$ cat src/include/las_pkg.sv
// Constants for the linear array scan sequencer.
// Assumes a 50 MHz system clock; all counts derive from it.
`default_nettype none
package las_pkg;
    localparam int unsigned SYS_HZ       = 50_000_000;
    localparam int unsigned US_PER_S     = 1_000_000;
    localparam int unsigned US_CYC       = SYS_HZ / US_PER_S;
    localparam int unsigned BURST_PULSES = 133;
    localparam int unsigned INTEG_START  = 18;
    localparam int unsigned POST_PULSES  = BURST_PULSES - INTEG_START;
    localparam int unsigned PIX_ELEMS    = 132;
    localparam int unsigned SEL_POS      = 16;
    // Edges after reset before synchronised selectors can be trusted
    localparam int unsigned SYNC_SETTLE  = 4;
    // Sensor clock rate per frequency selector position
    localparam int unsigned CLK_HZ [SEL_POS] = '{
        36_000, 64_000, 77_000, 93_000, 112_000, 141_000, 170_000, 214_000,
        284_000, 345_000, 435_000, 588_000, 909_000, 1_000_000, 1_250_000,
        1_670_000};
    // Positions 0..C: wait after the last pulse; D..F: total integration
    localparam int unsigned INTEG_US [SEL_POS] = '{
        10, 161, 311, 613, 916, 1231, 2431, 3031, 3781, 4531, 6031, 7631,
        9081, 10_500, 15_000, 20_000};
    localparam logic [3:0] FIX_FIRST = 4'hD;
    localparam logic [3:0] OOS_LO    = 4'h0;
    localparam logic [3:0] OOS_HI1   = 4'hE;
    localparam logic [3:0] OOS_HI2   = 4'hF;
    localparam logic [1:0] DONE_OK   = 2'h2;
    typedef enum logic [1:0] {
        LAS_LOAD  = 2'b00,
        LAS_SI    = 2'b01,
        LAS_BURST = 2'b11,
        LAS_WAIT  = 2'b10
    } las_state_t;
endpackage : las_pkg
`default_nettype wire

$ cat src/rtl/las_scan_seq.sv
// Scan-start and clock-burst generator for a 128-pixel linear array,
// with a pixel sample FIFO. Assumes selector switches on raw pins
// and an ADC on mclk that answers each pix_req.
// Summary of operation
// - Starts scanning automatically after reset
// - Clock rate follows 16-position frequency selector
// - Out-of-spec flag at positions 0, E, F
// - 133 pulses per scan, then clock low
// - Wait starts after 133rd pulse, then rescan
// - Totals from about 74us up to fixed 20ms
// - First scan after power-up only initialises
// - Clock may stop only after full burst; ce low freezes it mid-burst
// - Continuous scans at regular controlled intervals
// - Discard first two frames after reset
`timescale 1ns/10ps
`default_nettype none

module las_fifo #(
    parameter int unsigned W = 12,
    parameter int unsigned D = 16
) (
    input  wire logic         mclk,
    input  wire logic         sys_rst,
    input  wire logic         ce,
    input  wire logic         in_valid,
    output logic              in_ready,
    input  wire logic [W-1:0] in_data,
    output logic              out_valid,
    input  wire logic         out_ready,
    output logic [W-1:0]      out_data
);
    localparam int unsigned AW = $clog2(D);
    localparam logic [AW:0] FULL = (AW+1)'(D);
    localparam logic [AW-1:0] LAST = AW'(D - 1);

    logic [W-1:0]  mem [D];
    logic [AW-1:0] wp_q;
    logic [AW-1:0] rp_q;
    logic [AW:0]   cnt_q;
    logic          push;
    logic          pop;

    assign in_ready  = (cnt_q != FULL);
    assign out_valid = (cnt_q != '0);
    assign out_data  = mem[rp_q];
    assign push      = ce && in_valid && in_ready;
    assign pop       = ce && out_valid && out_ready;

    always_ff @(posedge mclk) begin
        if (push) begin
            mem[wp_q] <= in_data;
        end
    end

    always_ff @(posedge mclk) begin
        if (sys_rst) begin
            wp_q <= '0;
            rp_q <= '0;
            cnt_q <= '0;
        end else begin
            if (push) begin
                wp_q <= (wp_q == LAST) ? '0 : wp_q + 1'b1;
            end
            if (pop) begin
                rp_q <= (rp_q == LAST) ? '0 : rp_q + 1'b1;
            end
            if (push && !pop) begin
                cnt_q <= cnt_q + 1'b1;
            end else if (pop && !push) begin
                cnt_q <= cnt_q - 1'b1;
            end
        end
    end

    a_fifo_full: assert property (@(posedge mclk) disable iff (sys_rst)
        (!in_ready && !out_ready) |=> $stable(cnt_q))
        else $error("fifo full but count moved");
endmodule : las_fifo

module las_scan_seq #(
    parameter int unsigned DW        = 12,
    parameter int unsigned DEPTH     = 16,
    parameter int unsigned US_CYCLES = las_pkg::US_CYC
) (
    input  wire logic          mclk,
    input  wire logic          sys_rst,
    input  wire logic          ce,
    input  wire logic [3:0]    fsel_pin,
    input  wire logic [3:0]    isel_pin,
    output logic               scan_start,
    output logic               sensor_clk,
    output logic               oos_led,
    output logic               frame_ok,
    output logic               pix_req,
    input  wire logic          adc_valid,
    output logic               adc_ready,
    input  wire logic [DW-1:0] adc_data,
    output logic               px_valid,
    input  wire logic          px_ready,
    output logic [DW-1:0]      px_data
);
    las_pkg::las_state_t st_q;
    logic [3:0]  fs1_q, fs2_q, fs3_q, fcur_q;
    logic [3:0]  is1_q, is2_q, is3_q, icur_q;
    logic [3:0]  fsel_q;
    logic [3:0]  isel_q;
    logic [15:0] half_q;
    logic [15:0] half_d;
    logic [15:0] hcnt_q;
    logic [7:0]  pcnt_q;
    logic [31:0] wcnt_q;
    logic [31:0] wait_d;
    logic [31:0] tgt;
    logic [31:0] burst_cyc;
    logic [1:0]  done_q;
    logic        si_q;
    logic        sclk_q;
    logic        oos_q;
    logic        req_q;
    logic        tick;
    logic        fall;

    // Three-stage pin sync; value accepted once stages two and three agree
    always_ff @(posedge mclk) begin
        if (sys_rst) begin
            fs1_q <= 4'h0;
            fs2_q <= 4'h0;
            fs3_q <= 4'h0;
            fcur_q <= 4'h0;
        end else if (ce) begin
            fs1_q <= fsel_pin;
            fs2_q <= fs1_q;
            fs3_q <= fs2_q;
            if (fs2_q == fs3_q) begin
                fcur_q <= fs3_q;
            end
        end
    end

    always_ff @(posedge mclk) begin
        if (sys_rst) begin
            is1_q <= 4'h0;
            is2_q <= 4'h0;
            is3_q <= 4'h0;
            icur_q <= 4'h0;
        end else if (ce) begin
            is1_q <= isel_pin;
            is2_q <= is1_q;
            is3_q <= is2_q;
            if (is2_q == is3_q) begin
                icur_q <= is3_q;
            end
        end
    end

    // Half period lookup; rounding down keeps the rate at or just above nominal
    always_comb begin
        half_d = 16'h0001;
        for (int i = 0; i < las_pkg::SEL_POS; i++) begin
            if (fcur_q == 4'(i)) begin
                half_d = 16'(las_pkg::SYS_HZ / (2 * las_pkg::CLK_HZ[i]));
            end
        end
    end

    // Wait after the burst; top positions fix the total instead
    always_comb begin
        tgt = 32'h0000_0001;
        for (int i = 0; i < las_pkg::SEL_POS; i++) begin
            if (isel_q == 4'(i)) begin
                tgt = las_pkg::INTEG_US[i] * US_CYCLES;
            end
        end
        burst_cyc = 32'(las_pkg::POST_PULSES * 2) * {16'h0000, half_q};
        if (isel_q >= las_pkg::FIX_FIRST) begin
            wait_d = (tgt > burst_cyc) ? tgt - burst_cyc : 32'h0000_0001;
        end else begin
            wait_d = (tgt == 32'h0) ? 32'h0000_0001 : tgt;
        end
    end

    assign tick = (hcnt_q == 16'h0000);
    assign fall = (st_q == las_pkg::LAS_BURST) && tick && sclk_q;

    // Sequencer: LOAD samples settings, SI raises scan start, BURST, WAIT
    always_ff @(posedge mclk) begin
        if (sys_rst) begin
            st_q <= las_pkg::LAS_LOAD;
            fsel_q <= 4'h0;
            isel_q <= 4'h0;
            half_q <= 16'h0001;
            hcnt_q <= 16'h0000;
            pcnt_q <= 8'h00;
            wcnt_q <= 32'(las_pkg::SYNC_SETTLE);
            si_q <= 1'b0;
            sclk_q <= 1'b0;
        end else if (ce) begin
            case (st_q)
                las_pkg::LAS_LOAD: begin
                    if (wcnt_q != 32'h0) begin // First scan waits for settled switches
                        wcnt_q <= wcnt_q - 32'h0000_0001;
                    end else begin
                        fsel_q <= fcur_q;
                        isel_q <= icur_q;
                        half_q <= half_d;
                        hcnt_q <= half_d - 16'h0001;
                        si_q <= 1'b1;
                        st_q <= las_pkg::LAS_SI;
                    end
                end
                las_pkg::LAS_SI: begin
                    // Setup half period before the first rising edge
                    if (tick) begin
                        sclk_q <= 1'b1;
                        hcnt_q <= half_q - 16'h0001;
                        pcnt_q <= 8'h00;
                        st_q <= las_pkg::LAS_BURST;
                    end else begin
                        hcnt_q <= hcnt_q - 16'h0001;
                    end
                end
                las_pkg::LAS_BURST: begin
                    if (tick) begin
                        sclk_q <= !sclk_q;
                        hcnt_q <= half_q - 16'h0001;
                        if (sclk_q) begin
                            si_q <= 1'b0;
                            pcnt_q <= pcnt_q + 8'h01;
                            if (pcnt_q == 8'(las_pkg::BURST_PULSES - 1)) begin
                                wcnt_q <= wait_d - 32'h0000_0001;
                                st_q <= las_pkg::LAS_WAIT;
                            end
                        end
                    end else begin
                        hcnt_q <= hcnt_q - 16'h0001;
                    end
                end
                las_pkg::LAS_WAIT: begin
                    // Clock stays low; fixed timing keeps every frame's exposure known
                    if (wcnt_q == 32'h0) begin
                        st_q <= las_pkg::LAS_LOAD;
                    end else begin
                        wcnt_q <= wcnt_q - 32'h0000_0001;
                    end
                end
                default: begin
                    st_q <= las_pkg::LAS_LOAD;
                end
            endcase
        end
    end

    // Out-of-spec indicator follows the live switch
    always_ff @(posedge mclk) begin
        if (sys_rst) begin
            oos_q <= 1'b0;
        end else if (ce) begin
            oos_q <= (fcur_q == las_pkg::OOS_LO) || (fcur_q == las_pkg::OOS_HI1) ||
                     (fcur_q == las_pkg::OOS_HI2);
        end
    end

    // First burst only initialises, second carries unevenly timed data
    always_ff @(posedge mclk) begin
        if (sys_rst) begin
            done_q <= 2'h0;
        end else if (ce && fall && pcnt_q == 8'(las_pkg::BURST_PULSES - 1)) begin
            if (done_q != las_pkg::DONE_OK) begin
                done_q <= done_q + 2'h1;
            end
        end
    end

    // One sample request per element, on falling edges while it is stable
    always_ff @(posedge mclk) begin
        if (sys_rst) begin
            req_q <= 1'b0;
        end else if (ce) begin
            req_q <= fall && (pcnt_q < 8'(las_pkg::PIX_ELEMS));
        end
    end

    assign scan_start = si_q;
    assign sensor_clk = sclk_q;
    assign oos_led    = oos_q;
    assign pix_req    = req_q;
    assign frame_ok   = (done_q == las_pkg::DONE_OK);

    // Samples of discarded frames are dropped, not buffered
    las_fifo #(
        .W (DW),
        .D (DEPTH)
    ) u_fifo (
        .mclk      (mclk),
        .sys_rst   (sys_rst),
        .ce        (ce),
        .in_valid  (adc_valid && frame_ok),
        .in_ready  (adc_ready),
        .in_data   (adc_data),
        .out_valid (px_valid),
        .out_ready (px_ready),
        .out_data  (px_data)
    );

    a_start_auto: assert property (@(posedge mclk) disable iff (sys_rst)
        (st_q == las_pkg::LAS_LOAD && ce && wcnt_q == 32'h0) |=> st_q == las_pkg::LAS_SI && si_q)
        else $error("scan did not start");
    a_half_map: assert property (@(posedge mclk) disable iff (sys_rst)
        (st_q == las_pkg::LAS_LOAD && ce && wcnt_q == 32'h0) |=> half_q == $past(half_d))
        else $error("half period not taken");
    a_oos_map: assert property (@(posedge mclk) disable iff (sys_rst)
        ce |=> oos_q == ($past(fcur_q) inside {4'h0, 4'hE, 4'hF}))
        else $error("out of spec flag missing");
    a_burst_end: assert property (@(posedge mclk) disable iff (sys_rst)
        (ce && fall && pcnt_q == 8'h84) |=> st_q == las_pkg::LAS_WAIT && !sclk_q)
        else $error("burst did not end at 133");
    a_clk_idle: assert property (@(posedge mclk) disable iff (sys_rst)
        (st_q != las_pkg::LAS_BURST) |-> !sclk_q)
        else $error("clock high outside burst");
    a_si_setup: assert property (@(posedge mclk) disable iff (sys_rst)
        $rose(si_q) |-> !sclk_q ##1 (!sclk_q || st_q == las_pkg::LAS_BURST))
        else $error("scan start without setup");
    a_wait_end: assert property (@(posedge mclk) disable iff (sys_rst)
        (st_q == las_pkg::LAS_WAIT && wcnt_q == 32'h0 && ce) |=>
        st_q == las_pkg::LAS_LOAD ##1 (si_q || !$past(ce)))
        else $error("wait expiry missed");
    a_sel_hold: assert property (@(posedge mclk) disable iff (sys_rst)
        (st_q != las_pkg::LAS_LOAD) |=> $stable(fsel_q) && $stable(isel_q))
        else $error("selector changed mid scan");
    a_first_drop: assert property (@(posedge mclk) disable iff (sys_rst)
        !frame_ok |-> !px_valid)
        else $error("init frame accepted");
endmodule : las_scan_seq

`default_nettype wire

$ cat config.mk
export PLATFORM = sky130hd
export DESIGN_NAME = las_scan_seq
export DESIGN_NICKNAME = d
export VERILOG_FILES = /design/src/include/las_pkg.sv /design/src/rtl/las_scan_seq.sv
export SDC_FILE = /design/constraint.sdc
export NUM_CORES = 1
export LEC_CHECK = 0
export BUFFER_PORTS_ARGS = -buffer_cell sky130_fd_sc_hd__buf_2
export CAP_MARGIN = 15
export CELL_PAD_IN_SITES_DETAIL_PLACEMENT = 1
export CELL_PAD_IN_SITES_GLOBAL_PLACEMENT = 1
export CORE_AREA = 4 4 226 272
export DETAILED_ROUTE_END_ITERATION = 8
export DIE_AREA = 0 0 230 276
export GPL_ROUTABILITY_DRIVEN = 0
export PLACE_DENSITY_LB_ADDON = 0.12
export SYNTH_ARGS = -nofsm -noshare
export SYNTH_HDL_FRONTEND = slang
export SYNTH_SLANG_ARGS = --single-unit
$ cat constraint.sdc
create_clock -name mclk -period 10.43 [get_ports mclk]
set_input_delay 2.086 -clock mclk [delete_from_list [all_inputs] [get_ports mclk]]
set_output_delay 2.086 -clock mclk [all_outputs]
set_load 0.05 [all_outputs]
---- Word level (Yosys, flattened, before mapping) ----
Memories as Yosys holds them, arrays and structs flattened. A register that Yosys moved wholly into a read port is not among the register bits.
Cells that the tools add are included.
Widths: inputs -> output; s select.
word-level totals
  flip-flop bits (word level) ............. 129
  RAM bits ................................ 192
  input bits .............................. 25
  word-level logic and storage cells ...... 200
  memories ................................ 1
memory list
  memory      depth  width  read ports  clocked after Yosys merged registers in  write ports  RTL line            text
  u_fifo.mem  16     12     1           1                                        1            las_scan_seq.sv:36  logic [W-1:0] mem [D];
cells by class
  $add $sub $neg .......................... 12
  $mul .................................... 1
  $lt $le $gt $ge ......................... 3
  eq/ne operators ......................... 49
  mux-type cells .......................... 70
  bitwise gates (word level) .............. 1
  reductions and logical operators ........ 41
operators by type and width
  cell                   count
  $mux 32                23
  $mux 16                17
  $pmux 32 s3            1
  $eq 4x4->1 const B     18
  $logic_not 32->1       2
  $sub 32x1->32 const B  2
  $sub 16x1->16 const B  3
  $eq 4x3->1 const B     8
  $gt 32x24->1           1
  $pmux 16 s2            1
  $reduce_bool 32->1     1
  $sub 32x24->32         1
  $mux 8                 3
  $mul 7x16->23 const A  1
  $eq 4x2->1 const B     4
  $logic_not 16->1       1
  $mux 4                 4
  $ne 2x2->1 const B     8
  $pmux 8 s2             1
  $reduce_and 7->1       2
  $logic_and 1x1->1      12
  $mux 2                 6
  $mux 10                1
  $mux 5                 2
  31 further kinds       54

---- Depth between registers and ports, before layout ----
  depth after elaboration ................. 25
  mapped depth ............................ 36
  gate-level depth less buffers ........... 34

---- By module ----
From an unflattened synthesis, not the netlist that was laid out.
unflattened totals
  cell total of the unflattened synthesis .. 1592
  area, all modules ....................... 17479.3 um2
modules (own cells, without submodules)
  module        times used  cells an instance  area each (um2)
  las_scan_seq  1           1186               9335.2
  las_fifo      1           406                8144.1

---- Least setup slack after synthesis ----
No wires, ideal clock.
  path type ............................... register -> register
  from .................................... register half_q[1]
  to ...................................... register wcnt_q[28]
  arrival time ............................ 7776 ps
  setup slack ............................. 2530 ps
  stages on the path, launching flop included .. 36
  path buffers ............................ 2
  cell sequence ........................... dfxtp_1 inv_1 fa_1 inv_1 fa_1 ha_1 inv_1 fa_1 inv_1 ha_1 a21oi_1 o21bai_1 a21oi_1 o21ai_0 or4_1 a31oi_1 xor2_1 ha_1 buf_6 a211o_1 a21oi_2 nand2_2 a311o_4 nand2_4 buf_6 o31ai_1 inv_1 ha_1 nand3_1 o21ai_0 nor2_1 nor4_4 nand4_4 or2_1 nor4_1 mux2_1
between the ends
  cells in the longest elaborated chain, start to end .. 9
  elaborated cells on any way between the ends .. 10
  classes of those cells .................. 2 x add/sub; 1 x mul; 1 x order compare; 6 x mux
ends and longest elaborated chain
  item                                            RTL line             text
  start: declaration                              las_scan_seq.sv:107  logic [15:0] half_q;
  start signal: assignment                        las_scan_seq.sv:205  half_q <= half_d;
  $mul 7x16->23 *                                 las_scan_seq.sv:174  burst_cyc = 32'(las_pkg::POST_PULSES * 2) * {16'h0000, half_q};
  $sub 32x24->32 or $gt 32x24->1 (tied branches)  las_scan_seq.sv:176  wait_d = (tgt > burst_cyc) ? tgt - burst_cyc : 32'h0000_0001;
  $mux 32 *                                       las_scan_seq.sv:176
  $mux 32 *                                       las_scan_seq.sv:175  if (isel_q >= las_pkg::FIX_FIRST) begin
  $sub 32x1->32 *                                 las_scan_seq.sv:230  wcnt_q <= wait_d - 32'h0000_0001;
  $mux 32 *                                       las_scan_seq.sv:229  if (pcnt_q == 8'(las_pkg::BURST_PULSES - 1)) begin
  $mux 32 *                                       las_scan_seq.sv:226  if (sclk_q) begin
  $mux 32 *                                       las_scan_seq.sv:223  if (tick) begin
  $pmux 32 s3 *                                   las_scan_seq.sv:198  case (st_q)
  end signal: assignment                          las_scan_seq.sv:194  wcnt_q <= 32'(las_pkg::SYNC_SETTLE);
  end signal: assignment                          las_scan_seq.sv:201  wcnt_q <= wcnt_q - 32'h0000_0001;
  end signal: assignment                          las_scan_seq.sv:230
  end: declaration                                las_scan_seq.sv:111  logic [31:0] wcnt_q;
Every way passes the cells marked *; elsewhere a longest branch is shown, timed or not. The select of a mux whose other input is x is not followed.
A chain may end at the register's enable or synchronous reset.

---- Worst setup path in the final report ----
  from .................................... register half_q[2]
  to ...................................... register wcnt_q[28]
The elaborated chain is that of the path after synthesis.

==> results.tsv <==
metric	value	unit
CP max stage delay	0.52	ns
top cell type's share of synthesized area	32.9	%
I/O pin count	44	
die area	0.0635	mm^2
Seq/Total Area, Yosys	47.4	%
startpoint types	flop	
Cell variety after synth	92	
I/O Buffers	43	
Max FO, Critical Path	11	
first-pass GRT wire length	77.3	mm
clk_skew	0.0154	ns
die span in x	230	um
Yosys Warn Count	0	
Slew headroom	34.9	%
r2r startpoint	half_q[2]	
Final Cycle Share	84.4	%
cell taking the most area after synthesis	edfxtp_1	
Vias per Instance	4.99	
TritonCTS Buffers	36	
leak pwr	0.00717	uW
setup_tns	0	ns
via count	12100	
Setup WS post-layout	1.63	ns
overall routing resource usage	15.3	%
DRT iter0 DRCs	473	
RSZ-0062 raised after global routing	false	
Pins Over Slew Limit	0	
# rows	98	
vias in the first global route	13000	
post-CTS setup buffer count	0	
hold_buf cts	0	
reg-to-reg critical path endpoint	wcnt_q[28]	
Clock H-tree levels	2	
TritonRoute pass-1 iters	4	
Worst Setup SP	half_q[2]	
Max Clk Rate	114	MHz
Post-synth ARST share	0	%
final setup fails	0	
most numerous cell in the Yosys netlist	edfxtp_1	
Crit. End Element	flop	
Routed Antenna Nets	0	
CTS tree	yes	
Worst EP arrival	9.21	ns
Post-Syn Area	0.0175	mm^2
top cells by count, synth	edfxtp_1 (192), nor2_1 (182), dfxtp_1 (127), a21oi_1 (106), nand2_1 (105)	
NumNets Final	1713	
clk_lat worst skew	0.55	ns
CP max-delay cell	fa_1	
Initial Utilization	29.7	%
reg2reg path depth	33	
post-synthesis register bit count	319	
Reg2Reg Setup Slack	1.63	ns
Final Hold Vio Count	0	
Avg Cell Area, Syn	11.2	um^2
Synthesized Nets	1696	
crit path kind	reg -> reg	
Max-cap violations	0	
Hold WC Path Type	reg -> reg	
Post-Syn Instances	1571	
cts repair resizes	0	
CTS Buffer Depth	3	
root buffer cell	clkbuf_16	
core box area	0.0591	mm^2
pwr/cell area	154	mW/mm^2
DRC violations left	0	
main flop type after synthesis	edfxtp_1	
Slew @ Worst Pin	0.968	ns
Placement Setup Slack	1.62	ns
Routed WL	48.9	mm
gr ovfl total	0	
initial antenna violation count	0	
ant diodes	0	
CP endpoint	wcnt_q[28]	
synth-to-layout area growth	12.4	%
Worst Hold Depth	2	
status	finished clean	
WL/cell	20.2	um
number of synthesized flops with an enable pin	192	
largest cells by area after synthesis	edfxtp_1 (33%), dfxtp_1 (14%), mux4_2 (7.7%), ha_1 (5.6%), nor2_1 (3.9%)	
Final HPWL DP	35.1	mm
die height	276	um
Peak VDD IR	96.1	uV
minimum clock period	8.80	ns
Critical Path RT	10.85	ns
clock sinks	319	
pin count of the biggest net entering global routing	86	
Clock transition at path regs	0.06	ns
share of layout cells above drive strength 1	14.3	%
critical path, delay by kind of cell, from the launching register on:
family / cells / cell delay, ns
mux: 1 / 0.37
simple gates: 10 / 2.28
compound gates: 11 / 2.58
flops: 1 / 0.47
fa+ha+maj: 7 / 2.71
buf+inv: 4 / 0.28
metal layers:
| layer | global-route usage [%] | vias to the layer above | part of all wire (%) | wire length, um |
|---|---|---|---|---|
| met5 | 0 | - | 0 | 0 |
| met4 | 2.87 | 0 | 1.2 | 603 |
| met3 | 1.98 | 36 | 2.5 | 1240 |
| met2 | 28.4 | 121 | 53 | 25700 |
| met1 | 18.9 | 6073 | 44 | 21300 |
| li1 | - | 5823 | - | - |
state kept, by name, indices dropped and copies added (netlist names), 5 cells and up, named ones only:
register,cells
u_fifo.mem,192
half_q,10
u_fifo.cnt_q,5
wcnt_q,32
hcnt_q,16
pcnt_q,8
area by class of cell:
cell class / count / area (um^2)
repair buffers: 58 / 330
well taps: 800 / 1000
flip-flops and latches: 319 / 8310
inverters: 66 / 248
clock buffers: 50 / 1090
clock inverters: 16 / 130
multi-input cells: 1107 / 8600
fillers: 6506 / 39400
how the worst min path moves through the flow:
stage / slack (ns) / start / endpoint
after global routing: 0.50 / wcnt_q[30] / wcnt_q[30]
final: 0.48 / wcnt_q[30] / wcnt_q[30]
after CTS: 0.49 / wcnt_q[30] / wcnt_q[30]
after global placement: 0.47 / wcnt_q[30] / wcnt_q[30]
after floorplan: 0.44 / wcnt_q[10] / wcnt_q[10]
after detailed placement: 0.48 / wcnt_q[30] / wcnt_q[30]
power by group:
| group | switching [uW] | total [uW] | internal, uW |
|---|---|---|---|
| combinational | 236 | 366 | 130 |
| clock | 527 | 1290 | 761 |
| sequential | 23.3 | 1380 | 1350 |
| total | 786 | 3030 | 2250 |
cell families after synthesis:
logic type | synth area share (%)
AOI/OAI and AO/OA | 12.0
xor gates and xnor gates | 3.84
adders and majority gates | 8.03
buffers and inverters | 3.65
DFF | 47.4
muxes | 11.2
and+or+nand+nor | 13.9
cell usage in the layout, fill, tap and decap left out, types with 19 or more instances in the layout:
cell,netlist,final
nor4_1,19,19
mux2i_1,52,52
a211oi_1,34,34
fa_1,21,21
buf_2,4,42
inv_1,66,66
dfxtp_1,127,125
xor2_1,38,38
edfxtp_1,192,192
mux4_2,60,60
a21oi_1,106,106
xnor2_1,39,39
o21ai_0,48,48
and2_1,23,23
ha_1,79,79
nor2_1,182,182
nand3_1,29,29
clkbuf_16,0,40
nand2_1,105,105
nor3_1,29,28
through the flow:
| step | instances | hold slack [ns] | power, uW | instance area [um^2] | utilization, % |
|---|---|---|---|---|---|
| 2_1_floorplan | 1571 | 0.442 | 1660 | 17500 | - |
| 3_3_place_gp | 2350 | 0.466 | 1770 | 18500 | 31.3 |
| 6_report | 2416 | 0.481 | 3030 | 19700 | 33.3 |
| 4_1_cts | 2416 | 0.486 | 3090 | 19700 | 33.3 |
| 3_5_place_dp | 2350 | 0.479 | 1780 | 18500 | 31.3 |
| 5_1_grt | 2416 | 0.501 | 3180 | 19700 | 33.3 |
(Power assumes the default switching activity.)
